<file path="src/include/apcrc_defines.svh">
// Register offsets, field positions and reset values of the clock control block
`ifndef APCRC_DEFINES_SVH
`define APCRC_DEFINES_SVH

// ----------------------------------------------------------------------------
// Register byte offsets
// ----------------------------------------------------------------------------
`define APCRC_OFF_AUX_CTRL     8'h00
`define APCRC_OFF_AUX_FBD      8'h04
`define APCRC_OFF_AUX_OUTDIV   8'h08
`define APCRC_OFF_CAN_CTRL     8'h0C
`define APCRC_OFF_REF_LOW      8'h10
`define APCRC_OFF_REF_HIGH     8'h14
`define APCRC_OFF_REF_TRIM     8'h18

// ----------------------------------------------------------------------------
// Writable masks and reset values
// ----------------------------------------------------------------------------
`define APCRC_MASK_AUX_CTRL    16'h810F
`define APCRC_MASK_AUX_FBD     16'h00FF
`define APCRC_MASK_AUX_OUTDIV  16'h0377
`define APCRC_MASK_CAN_CTRL    16'h8F7F
`define APCRC_MASK_REF_LOW     16'hB80F
`define APCRC_MASK_REF_HIGH    16'h7FFF
`define APCRC_MASK_REF_TRIM    16'hFF80
`define APCRC_RST_AUX_CTRL     16'h0001
`define APCRC_RST_AUX_FBD      16'h0096
`define APCRC_RST_AUX_OUTDIV   16'h0041

// ----------------------------------------------------------------------------
// Field positions, prescaler limit and response codes
// ----------------------------------------------------------------------------
`define APCRC_BIT_AUX_EN       15
`define APCRC_BIT_AUX_LOCK     14
`define APCRC_BIT_AUX_SRC_RC   8
`define APCRC_BIT_CAN_EN       15
`define APCRC_BIT_REF_EN       15
`define APCRC_BIT_REF_IDLE     13
`define APCRC_BIT_REF_PIN      12
`define APCRC_BIT_REF_SLEEP    11
`define APCRC_BIT_REF_SWREQ    9
`define APCRC_BIT_REF_ACTIVE   8
`define APCRC_PRE_MAX          4'h8
`define APCRC_RESP_OKAY        2'h0
`define APCRC_RESP_SLVERR      2'h2

`endif

</file>
<file path="src/include/apcrc_pkg.sv">
// Types shared by the clock control block
package apcrc_pkg;

  // --------------------------------------------------------------------------
  // Asynchronous clock sources and status levels entering the block
  // --------------------------------------------------------------------------
  typedef struct packed {
    logic sleepMode;
    logic idleMode;
    logic auxClockReq;
    logic auxLockIn;
    logic auxVco;
    logic mainPllOut;
    logic mainVco;
    logic periphClock;
    logic sysClock;
    logic refInPin;
    logic backupRc;
    logic lowPowerRc;
    logic fastRc;
    logic primaryOsc;
  } apcrc_src_t;

  typedef enum logic [3:0] {
    CAN_NONE      = 4'h0,
    CAN_MAIN_VCO  = 4'h1,
    CAN_MAIN_PLL  = 4'h2,
    CAN_MAIN_DIV2 = 4'h3,
    CAN_MAIN_DIV3 = 4'h4,
    CAN_MAIN_DIV4 = 4'h5,
    CAN_AUX_PLL   = 4'h6,
    CAN_AUX_VCO   = 4'h7,
    CAN_AUX_DIV2  = 4'h8,
    CAN_AUX_DIV3  = 4'h9,
    CAN_AUX_DIV4  = 4'hA
  } apcrc_can_src_t;

endpackage : apcrc_pkg

</file>
<file path="src/core/apcrc_clock_control.sv">
// Auxiliary PLL, CAN clock generator and reference clock output control
// Overview of operation
// - PLL enable selects post-divider, else bypass
// - PLL starts only with enable and request
// - Lock status bit reflects PLL lock
// - Source bit picks fast RC or primary
// - Prescaler divides by one to eight
// - VCO divider codes select divide four..one
// - CAN generator runs only when enabled
// - CAN source field selects clock tap
// - CAN divider divides by field plus one
// - Reference runs only when enabled
// - Pin enable gates reference onto pin
// - Idle run bit keeps reference in Idle
// - Sleep run bit keeps reference in Sleep
// - Switch request held until divider change done
// - Active status shows reference clock running
// - Reference source field selects base clock
// - Reference divides by twice value, zero passes
// - Trim adds 1/512 fraction per half period
//
// Decided for this implementation: the AXI4-Lite interface to the registers and the register offsets.
`timescale 1ns/1ns
`include "apcrc_defines.svh"

// ----------------------------------------------------------------------------
// Edge-counting divider on a synchronous level
// ----------------------------------------------------------------------------
module apcrc_divider #(
  parameter int W = 8
) (
  input  wire logic         clock,
  input  wire logic         resetn,
  input  wire logic         src,
  input  wire logic [W-1:0] ratio,
  output logic              divOut
);
  logic         prev;
  logic [W-1:0] count;
  logic [W-1:0] next_count;
  logic [W:0]   half;

  always_comb begin
    half = ({1'b0, ratio} + {{W{1'b0}}, 1'b1}) >> 1;
    if ({1'b0, count} + {{W{1'b0}}, 1'b1} >= {1'b0, ratio}) begin
      next_count = '0;
    end else begin
      next_count = count + {{(W-1){1'b0}}, 1'b1};
    end
  end

  always_ff @(posedge clock or negedge resetn) begin
    if (!resetn) begin
      prev   <= 1'b0;
      count  <= '0;
      divOut <= 1'b0;
    end else begin
      prev <= src;
      if (ratio <= {{(W-1){1'b0}}, 1'b1}) begin
        count  <= '0;
        divOut <= src;
      end else if (src && !prev) begin
        count  <= next_count;
        divOut <= ({1'b0, next_count} < half);
      end
    end
  end
endmodule : apcrc_divider

// ----------------------------------------------------------------------------
// Top level
// ----------------------------------------------------------------------------
module apcrc_clock_control
  import apcrc_pkg::*;
(
  input  wire logic        clock,
  input  wire logic        resetn,
  input  wire apcrc_src_t  sources,
  output logic [7:0]       auxFeedbackRatio,
  output logic             auxPllRun,
  output logic             auxPllRefClock,
  output logic             auxPllOutClock,
  output logic             canClockOut,
  output logic             refPinOut,
  output logic             refPinOeN,
  input  wire logic [7:0]  awaddr,
  input  wire logic        awvalid,
  output logic             awready,
  input  wire logic [31:0] wdata,
  input  wire logic [3:0]  wstrb,
  input  wire logic        wvalid,
  output logic             wready,
  output logic [1:0]       bresp,
  output logic             bvalid,
  input  wire logic        bready,
  input  wire logic [7:0]  araddr,
  input  wire logic        arvalid,
  output logic             arready,
  output logic [31:0]      rdata,
  output logic [1:0]       rresp,
  output logic             rvalid,
  input  wire logic        rready
);

  // --------------------------------------------------------------------------
  // Input synchronisers
  // --------------------------------------------------------------------------
  apcrc_src_t syncA;
  apcrc_src_t src;

  always_ff @(posedge clock or negedge resetn) begin
    if (!resetn) begin
      syncA <= '0;
      src   <= '0;
    end else begin
      syncA <= sources;
      src   <= syncA;
    end
  end

  // --------------------------------------------------------------------------
  // Registers
  // --------------------------------------------------------------------------
  logic [15:0] auxCtrl;
  logic [15:0] auxFbd;
  logic [15:0] auxOutDiv;
  logic [15:0] canCtrl;
  logic [15:0] refLow;
  logic [15:0] refHigh;
  logic [15:0] refTrim;
  logic        auxLocked;
  logic        refRunning;
  logic        switchDone;

  function automatic logic [15:0] merge(input logic [15:0] old, input logic [31:0] data,
                                        input logic [3:0] strb, input logic [15:0] mask);
    logic [15:0] val;
    val = old;
    if (strb[0]) begin
      val[7:0] = data[7:0];
    end
    if (strb[1]) begin
      val[15:8] = data[15:8];
    end
    return (val & mask) | (old & ~mask);
  endfunction : merge

  function automatic logic mapped(input logic [7:0] addr);
    return addr <= `APCRC_OFF_REF_TRIM && addr[1:0] == 2'h0;
  endfunction : mapped

  logic writeTake;
  assign writeTake = awvalid && wvalid && !bvalid && !awready;

  always_ff @(posedge clock or negedge resetn) begin
    if (!resetn) begin
      auxCtrl   <= `APCRC_RST_AUX_CTRL;
      auxFbd    <= `APCRC_RST_AUX_FBD;
      auxOutDiv <= `APCRC_RST_AUX_OUTDIV;
      canCtrl   <= 16'h0000;
      refLow    <= 16'h0000;
      refHigh   <= 16'h0000;
      refTrim   <= 16'h0000;
    end else begin
      if (writeTake) begin
        unique case (awaddr)
          `APCRC_OFF_AUX_CTRL:   auxCtrl   <= merge(auxCtrl, wdata, wstrb, `APCRC_MASK_AUX_CTRL);
          `APCRC_OFF_AUX_FBD:    auxFbd    <= merge(auxFbd, wdata, wstrb, `APCRC_MASK_AUX_FBD);
          `APCRC_OFF_AUX_OUTDIV: auxOutDiv <= merge(auxOutDiv, wdata, wstrb, `APCRC_MASK_AUX_OUTDIV);
          `APCRC_OFF_CAN_CTRL:   canCtrl   <= merge(canCtrl, wdata, wstrb, `APCRC_MASK_CAN_CTRL);
          `APCRC_OFF_REF_HIGH:   refHigh   <= merge(refHigh, wdata, wstrb, `APCRC_MASK_REF_HIGH);
          `APCRC_OFF_REF_TRIM:   refTrim   <= merge(refTrim, wdata, wstrb, `APCRC_MASK_REF_TRIM);
          default: ;
        endcase
      end
      // Software write of the switch request wins over the hardware clear
      if (writeTake && awaddr == `APCRC_OFF_REF_LOW) begin
        refLow <= merge(refLow, wdata, wstrb, `APCRC_MASK_REF_LOW);
        if (wstrb[1] && wdata[`APCRC_BIT_REF_SWREQ]) begin
          refLow[`APCRC_BIT_REF_SWREQ] <= 1'b1;
        end else begin
          refLow[`APCRC_BIT_REF_SWREQ] <= refLow[`APCRC_BIT_REF_SWREQ] && !switchDone;
        end
      end else if (switchDone) begin
        refLow[`APCRC_BIT_REF_SWREQ] <= 1'b0;
      end
    end
  end

  // --------------------------------------------------------------------------
  // AXI4-Lite slave
  // --------------------------------------------------------------------------
  always_ff @(posedge clock or negedge resetn) begin
    if (!resetn) begin
      awready <= 1'b0;
      wready  <= 1'b0;
      bvalid  <= 1'b0;
      bresp   <= `APCRC_RESP_OKAY;
    end else begin
      awready <= writeTake;
      wready  <= writeTake;
      if (writeTake) begin
        bvalid <= 1'b1;
        bresp  <= mapped(awaddr) ? `APCRC_RESP_OKAY : `APCRC_RESP_SLVERR;
      end else if (bready) begin
        bvalid <= 1'b0;
      end
    end
  end

  logic [15:0] readWord;

  always_comb begin
    readWord = 16'h0000;
    unique case (araddr)
      `APCRC_OFF_AUX_CTRL: begin
        readWord                   = auxCtrl;
        readWord[`APCRC_BIT_AUX_LOCK] = auxLocked;
      end
      `APCRC_OFF_AUX_FBD:    readWord = auxFbd;
      `APCRC_OFF_AUX_OUTDIV: readWord = auxOutDiv;
      `APCRC_OFF_CAN_CTRL:   readWord = canCtrl;
      `APCRC_OFF_REF_LOW: begin
        readWord                       = refLow;
        readWord[`APCRC_BIT_REF_ACTIVE] = refRunning;
      end
      `APCRC_OFF_REF_HIGH:   readWord = refHigh;
      `APCRC_OFF_REF_TRIM:   readWord = refTrim;
      default:               readWord = 16'h0000;
    endcase
  end

  always_ff @(posedge clock or negedge resetn) begin
    if (!resetn) begin
      arready <= 1'b0;
      rvalid  <= 1'b0;
      rdata   <= 32'h00000000;
      rresp   <= `APCRC_RESP_OKAY;
    end else begin
      arready <= arvalid && !rvalid && !arready;
      if (arvalid && !rvalid && !arready) begin
        rvalid <= 1'b1;
        rdata  <= {16'h0000, readWord};
        rresp  <= mapped(araddr) ? `APCRC_RESP_OKAY : `APCRC_RESP_SLVERR;
      end else if (rready) begin
        rvalid <= 1'b0;
      end
    end
  end

  // --------------------------------------------------------------------------
  // VCO taps divided by two to four
  // --------------------------------------------------------------------------
  logic [2:0] mainVcoDiv;
  logic [2:0] auxVcoDiv;

  for (genvar k = 0; k < 3; k++) begin : gVcoTap
    apcrc_divider #(.W(3)) uMain (
      .clock  (clock),
      .resetn (resetn),
      .src    (src.mainVco),
      .ratio  (3'(k + 2)),
      .divOut (mainVcoDiv[k])
    );
    apcrc_divider #(.W(3)) uAux (
      .clock  (clock),
      .resetn (resetn),
      .src    (src.auxVco),
      .ratio  (3'(k + 2)),
      .divOut (auxVcoDiv[k])
    );
  end

  // --------------------------------------------------------------------------
  // Auxiliary PLL
  // --------------------------------------------------------------------------
  logic       auxInClock;
  logic [3:0] preRatio;
  logic       preOut;
  logic       vcoTap;
  logic [2:0] post1;
  logic [2:0] post2;
  logic [5:0] postRatio;
  logic       postOut;
  logic       auxEnable;

  always_comb begin
    auxEnable  = auxCtrl[`APCRC_BIT_AUX_EN];
    auxInClock = auxCtrl[`APCRC_BIT_AUX_SRC_RC] ? src.fastRc : src.primaryOsc;
    preRatio   = (auxCtrl[3:0] == 4'h0 || auxCtrl[3:0] > `APCRC_PRE_MAX) ? 4'h1 : auxCtrl[3:0];
    unique case (auxOutDiv[9:8])
      2'h3:    vcoTap = src.auxVco;
      2'h2:    vcoTap = auxVcoDiv[0];
      2'h1:    vcoTap = auxVcoDiv[1];
      default: vcoTap = auxVcoDiv[2];
    endcase
    post1     = (auxOutDiv[6:4] == 3'h0) ? 3'h1 : auxOutDiv[6:4];
    post2     = (auxOutDiv[2:0] == 3'h0) ? 3'h1 : auxOutDiv[2:0];
    postRatio = {3'h0, post1} * {3'h0, post2};
  end

  apcrc_divider #(.W(4)) uPrescale (
    .clock  (clock),
    .resetn (resetn),
    .src    (auxInClock),
    .ratio  (preRatio),
    .divOut (preOut)
  );

  apcrc_divider #(.W(6)) uPost (
    .clock  (clock),
    .resetn (resetn),
    .src    (vcoTap),
    .ratio  (postRatio),
    .divOut (postOut)
  );

  always_ff @(posedge clock or negedge resetn) begin
    if (!resetn) begin
      auxPllRun        <= 1'b0;
      auxLocked        <= 1'b0;
      auxPllRefClock   <= 1'b0;
      auxPllOutClock   <= 1'b0;
      auxFeedbackRatio <= 8'h00;
    end else begin
      auxPllRun        <= auxEnable && src.auxClockReq;
      auxLocked        <= auxPllRun && src.auxLockIn;
      auxPllRefClock   <= preOut;
      auxPllOutClock   <= auxEnable ? postOut : auxInClock;
      auxFeedbackRatio <= auxFbd[7:0];
    end
  end

  // --------------------------------------------------------------------------
  // CAN clock generator
  // --------------------------------------------------------------------------
  logic canSel;
  logic canDivOut;

  always_comb begin
    unique case (canCtrl[11:8])
      CAN_MAIN_VCO:  canSel = src.mainVco;
      CAN_MAIN_PLL:  canSel = src.mainPllOut;
      CAN_MAIN_DIV2: canSel = mainVcoDiv[0];
      CAN_MAIN_DIV3: canSel = mainVcoDiv[1];
      CAN_MAIN_DIV4: canSel = mainVcoDiv[2];
      CAN_AUX_PLL:   canSel = auxPllOutClock;
      CAN_AUX_VCO:   canSel = src.auxVco;
      CAN_AUX_DIV2:  canSel = auxVcoDiv[0];
      CAN_AUX_DIV3:  canSel = auxVcoDiv[1];
      CAN_AUX_DIV4:  canSel = auxVcoDiv[2];
      default:       canSel = 1'b0;
    endcase
  end

  apcrc_divider #(.W(8)) uCanDiv (
    .clock  (clock),
    .resetn (resetn),
    .src    (canSel),
    .ratio  ({1'b0, canCtrl[6:0]} + 8'h01),
    .divOut (canDivOut)
  );

  always_ff @(posedge clock or negedge resetn) begin
    if (!resetn) begin
      canClockOut <= 1'b0;
    end else begin
      canClockOut <= canCtrl[`APCRC_BIT_CAN_EN] && canDivOut;
    end
  end

  // --------------------------------------------------------------------------
  // Reference clock output
  // --------------------------------------------------------------------------
  logic        refSel;
  logic        refPrev;
  logic        refRun;
  logic        refDivOut;
  logic [15:0] halfCount;
  logic [15:0] halfTarget;
  logic [14:0] activeDiv;
  logic [8:0]  activeTrim;
  logic [8:0]  fracAcc;
  logic        fracExtra;
  logic        halfEnd;
  logic [9:0]  next_frac;

  always_comb begin
    unique case (refLow[3:0])
      4'h0:    refSel = src.sysClock;
      4'h1:    refSel = src.periphClock;
      4'h2:    refSel = src.primaryOsc;
      4'h3:    refSel = src.fastRc;
      4'h4:    refSel = src.lowPowerRc;
      4'h5:    refSel = src.backupRc;
      4'h6:    refSel = mainVcoDiv[2];
      4'h7:    refSel = src.refInPin;
      default: refSel = 1'b0;
    endcase
    refRun = refLow[`APCRC_BIT_REF_EN]
      && !(src.idleMode && !refLow[`APCRC_BIT_REF_IDLE])
      && !(src.sleepMode && !refLow[`APCRC_BIT_REF_SLEEP]);
    halfTarget = {1'b0, activeDiv} + {15'h0000, fracExtra};
    halfEnd    = refSel && !refPrev && activeDiv != 15'h0000
      && (halfCount + 16'h0001 >= halfTarget);
    next_frac  = {1'b0, fracAcc} + {1'b0, activeTrim};
    // Undivided reference switches on a rising source edge, divided one at a half-period end
    switchDone = refLow[`APCRC_BIT_REF_SWREQ] && (halfEnd || !refRunning
      || (activeDiv == 15'h0000 && refSel && !refPrev));
  end

  always_ff @(posedge clock or negedge resetn) begin
    if (!resetn) begin
      refPrev    <= 1'b0;
      refDivOut  <= 1'b0;
      halfCount  <= 16'h0000;
      fracAcc    <= 9'h000;
      fracExtra  <= 1'b0;
      activeDiv  <= 15'h0000;
      activeTrim <= 9'h000;
    end else begin
      refPrev <= refSel;
      if (switchDone) begin
        activeDiv  <= refHigh[14:0];
        activeTrim <= refTrim[15:7];
      end
      if (activeDiv == 15'h0000) begin
        refDivOut <= refSel;
        halfCount <= 16'h0000;
      end else if (halfEnd) begin
        refDivOut <= !refDivOut;
        halfCount <= 16'h0000;
        fracAcc   <= next_frac[8:0];
        fracExtra <= next_frac[9];
      end else if (refSel && !refPrev) begin
        halfCount <= halfCount + 16'h0001;
      end
    end
  end

  // Running state drops only once the divided clock has fallen
  always_ff @(posedge clock or negedge resetn) begin
    if (!resetn) begin
      refRunning <= 1'b0;
      refPinOut  <= 1'b0;
      refPinOeN  <= 1'b1;
    end else begin
      refRunning <= refRun || (refRunning && refDivOut);
      refPinOut  <= refRunning && refLow[`APCRC_BIT_REF_PIN] && refDivOut;
      refPinOeN  <= !(refRunning && refLow[`APCRC_BIT_REF_PIN]);
    end
  end

endmodule : apcrc_clock_control

</file>
<file path="config.mk">
export PLATFORM = sky130hd
export DESIGN_NAME = apcrc_clock_control
export DESIGN_NICKNAME = d
export VERILOG_FILES = /design/src/include/apcrc_pkg.sv /design/src/core/apcrc_clock_control.sv
export VERILOG_INCLUDE_DIRS = /design/src /design/src/include
export SDC_FILE = /design/constraint.sdc
export NUM_CORES = 1
export LEC_CHECK = 0
export ABC_AREA = 1
export BUFFER_PORTS_ARGS = -buffer_cell sky130_fd_sc_hd__clkbuf_2
export CAP_MARGIN = 30
export CORE_MARGIN = 4
export CORE_UTILIZATION = 50
export DETAILED_ROUTE_END_ITERATION = 8
export GPL_TIMING_DRIVEN = 0
export PLACE_DENSITY = 0.65
export REMOVE_ABC_BUFFERS = 1
export SYNTH_ARGS = -nofsm -noshare
export SYNTH_HDL_FRONTEND = slang
export SYNTH_SLANG_ARGS = --single-unit
</file>
<file path="constraint.sdc">
create_clock -name clock -period 4.6 [get_ports clock]
set_input_delay 0.69 -clock clock [delete_from_list [all_inputs] [get_ports clock]]
set_output_delay 0.69 -clock clock [all_outputs]
set_load 0.02 [all_outputs]
</file>
==> run summary <==
The run finished with clean final reports. A synthesized cell averages 8.381 um^2. Fraction of the yosys area taken by sequential cells: 46.54%.

The tools report the total setup buffers inserted after CTS as 0. Critical path launch point type: a flip-flop. In this design, the largest share of critical-path delay is due to adder cells.

The worst hold path belongs to the class input pin to asynchronous set/reset pin. The area share of the largest cell type after synthesis is 44.88%, and the number of levels the H-tree was split into is 1. The clock root buffer master was sky130_fd_sc_hd__clkbuf_16.

Summed over all nets, the half-perimeter wirelength after detailed placement is 21.74 mm. Between clock sinks in the finished design, the worst skew comes to 0.01072 ns. During synthesis, Yosys emitted a total of 0 warnings. Clock transition at the register clock pins on the worst setup and hold paths after CTS: 0.06 ns. Post-CTS repair changed the size of 0 cells. Register bit count reported by yosys: 235.

In the routed design, unresolved DRC markers number 0. In the final routed layout, each cell accounts on average for 14.83 um. The die extent in x was 167.1 um.

For the number of antenna violations at the first check in global routing, the log shows 1. The first global-routing pass estimated 48.05 mm of wire. The net count of the finished layout is 1771. By area the synthesized netlist is led by sky130_fd_sc_hd__dfrtp_1 45%, sky130_fd_sc_hd__nand2_1 11%, sky130_fd_sc_hd__ha_1 8.6%. The number of cells on the worst reg-to-reg path is 20. STA puts the critical path data arrival time at 4.55 ns. Synthesis handed over a netlist of 1510 instances. The category of the critical setup timing path was flip-flop to flip-flop. Dividing the detail-routed via count by the number of cells gives 5.135. The number of enable-type register cells in the synthesized netlist works out to 0. The post-route worst hold slack was 0.1108 ns. 128 I/O pins were placed. The final-report max-slew violation count is 0.

The global route total overflow is 0, and the number of vias after detailed routing is 10028. No sink is reached through more buffers than the 3 on the longest clock path. At the pin with the least slew margin, the transition time is 0.8988 ns.

The detail route stage leaves a number of antenna-violating nets equal to 0. Counting stages on the worst path, the most repeated cell is sky130_fd_sc_hd__inv_1. The post-synthesis to final-layout area growth was 12.97%; the CTS buffer count was 27. Buffers placed on the I/O ports in this run total 91. The async set or reset register ratio after synthesis was 100.0%; the power density relative to cell area was 337.8 nW/um^2. In this run the tightest slew margin relative to its limit is 40.08%. The biggest area contributor in the post-synthesis netlist is sky130_fd_sc_hd__dfrtp_1. The worst register-to-register path ends at uPost.divOut. In the synthesized netlist the dominant register cell turns out to be sky130_fd_sc_hd__dfrtp_1.

Setup total negative slack on the finished layout was measured at 0 ns. In this run, the number of DRC markers left after iteration 0 of detailed routing was 686. 0 antenna diodes ended up in the layout. Type of element capturing the critical path: a flip-flop.

The largest stage delay on the critical path is 0.60 ns. Once placement finished, the instance area stood at 13390 um^2. In this run the cell area of the synthesized design comes to 12660 um^2. The post-route netlist has 10.07% of its cells at a drive strength greater than 1.

Once the floorplan was initialized, standard cells occupied 51.44% of the core. TritonCTS built the clock tree. The analysis attributes to cell leakage a power of 7.160 nW. The routability-driven placement congestion ratio came out at 0.8665.

The total of max-cap violations was 0. In the layout the commonest cells are 356 x sky130_fd_sc_hd__nand2_1, 227 x sky130_fd_sc_hd__dfrtp_1, 212 x sky130_fd_sc_hd__inv_1. The number of buffers added to fix hold violations after cts was 0. The global-route usage over all layers is 20.60%, and the maximum number of pins on one net before global-route repair is 111. The library cell used most frequently in the layout, excluding fill and tap cells, is sky130_fd_sc_hd__nand2_1.

The number of rows created at floorplan was 57; the worst reg-to-reg setup slack was 0.54 ns. At the worst endpoint, the required time is 5.08 ns. The run gives 235 as the TritonCTS sink count. The worst-case IR drop observed on VDD is 0.4001 mV. Number of filler cells placed in the layout: 2227. The count of unique library cells instantiated by Yosys was 52; the post-route cell area was 14300 um^2. The core box area came out at 24600 um^2.

The logs give 0 for the final hold violation count and 28.96 mm for the sum of routed wire length over all layers. The worst path buffer plus inverter count came out at 5. The signal on the critical path passes through inv_1 > a21oi_1 > nor2_1 > fa_1 > ha_1 > fa_1 > inv_1 > ha_1 > inv_1 > nor2_1 > o21ai_0 > nand2_1 > inv_1 > nand2_1 > inv_1 > ha_1 > a21oi_1 > o211a_1 > nand2_1 > nand2_1. The first detailed-routing pass took 7 iterations. Among all stages on the critical path, the largest delay is contributed by sky130_fd_sc_hd__fa_1.

In this run the worst path has a maximum fanout of 5. Setup violations remaining at the end of the flow were counted as 0. Static timing analysis puts the maximum clock frequency at 246.1 MHz. For the worst-skew pair, the clock arrives at the later sink with an insertion delay of 0.55 ns.

Y dimension of the die: 167.1 um. The startpoint identified for the worst register-to-register timing path is auxOutDiv[6]. Subtracting the final worst setup slack from the clock period gives 4.063 ns. The area enclosed by the die boundary came out at 27920 um^2. Dividing the final minimum period by the clock period gives 88.33%. Setup repair after global routing left no endpoint under its margin.

The tools report the via count of the first global-routing pass as 9653.
[Yosys cell counts, types with 3 or more instances]
master and number:
sky130_fd_sc_hd__nand2_1 356, sky130_fd_sc_hd__nor4_1 4, sky130_fd_sc_hd__nand4_1 15, sky130_fd_sc_hd__buf_6 3, sky130_fd_sc_hd__o211ai_1 4, sky130_fd_sc_hd__buf_2 6
sky130_fd_sc_hd__dfstp_2 8, sky130_fd_sc_hd__clkbuf_1 13, sky130_fd_sc_hd__nor2_1 109, sky130_fd_sc_hd__nor3_1 18, sky130_fd_sc_hd__o22ai_1 13, sky130_fd_sc_hd__xor2_1 44
sky130_fd_sc_hd__o2111ai_1 3, sky130_fd_sc_hd__dfrtp_1 227, sky130_fd_sc_hd__o21a_1 3, sky130_fd_sc_hd__a31oi_1 4, sky130_fd_sc_hd__nor3_2 5, sky130_fd_sc_hd__nand3_1 104
sky130_fd_sc_hd__xnor2_1 11, sky130_fd_sc_hd__fa_1 3, sky130_fd_sc_hd__a21oi_1 40, sky130_fd_sc_hd__inv_1 212, sky130_fd_sc_hd__o21bai_1 5, sky130_fd_sc_hd__ha_1 87
sky130_fd_sc_hd__a221oi_1 7, sky130_fd_sc_hd__buf_4 21, sky130_fd_sc_hd__o21ai_0 147, sky130_fd_sc_hd__o21ai_1 3
[power breakdown]
part           internal, mW  switching (mW)
Clock                  1.28           0.876
Sequential             2.18          0.0826
Combinational         0.141           0.272
[routing by layer]
metal  up-vias  routed length (um)  track usage, %
met3        53                1249           3.206
met2       196               13250           33.53
li1       5072                   -               -
met5         -                  20               0
met1      4705               13520           29.10
met4         2                 916           5.407
[cell type report]
class / count / area [um^2] / share of cell area [%]
flip-flops and latches: 235 / 5891 / 41.20
multi-input cells: 1036 / 5759 / 40.28
inverters: 214 / 803.3 / 5.618
clock buffers: 36 / 759.5 / 5.312
repair buffers: 94 / 530.5 / 3.711
well taps: 324 / 405.4 / 2.835
clock inverters: 14 / 148.9 / 1.041
[worst max-delay path by stage]
| stage | endpoint | slack, ns | cells past startpoint | from |
|---|---|---|---|---|
| 4_1_cts | uPost.divOut | 0.58 | 20 | auxOutDiv[6] |
| 3_5_place_dp | uPost.divOut | 0.59 | 20 | auxOutDiv[6] |
| 3_3_place_gp | uPost.count[4] | -1.93 | 1 | resetn |
| 5_1_grt | uPost.divOut | 0.19 | 19 | auxOutDiv[6] |
| 6_report | uPost.divOut | 0.54 | 20 | auxOutDiv[6] |
| 2_1_floorplan | uPost.divOut | 0.92 | 20 | auxOutDiv[6] |
[sequential cells by signal (all words and copies together) (netlist names), 12 cells and up]
signal and flops:
activeDiv 15, canCtrl 12, halfCount 16, rdata 16
refHigh 15, src 14, syncA 14
[stage by stage]
stage | utilization, % | std cells | power [mW] | setup WS [ns]
global placement | 54.11 | 1900 | 2.690 | -1.930
detailed placement | 54.42 | 1903 | 2.717 | 0.5909
CTS | 58.11 | 1953 | 4.891 | 0.5753
finish | 58.11 | 1953 | 4.830 | 0.5370
global route | 58.11 | 1953 | 5.062 | 0.1883
floorplan | - | 1485 | 2.529 | 0.9194
[cells by family (layout without fill, tap and decap cells)]
group | Yosys count | count (layout) | synth area share [%]
fa+ha+maj | 90 | 90 | 9.076
xor+xnor | 55 | 55 | 3.806
flops | 235 | 235 | 46.54
compound gates | 246 | 246 | 10.96
other cells | 2 | 20 | 0.05934
mux | 1 | 1 | 0.07909
simple gates | 624 | 624 | 20.99
buf+inv | 257 | 358 | 8.482
(Power assumes the default switching activity.)
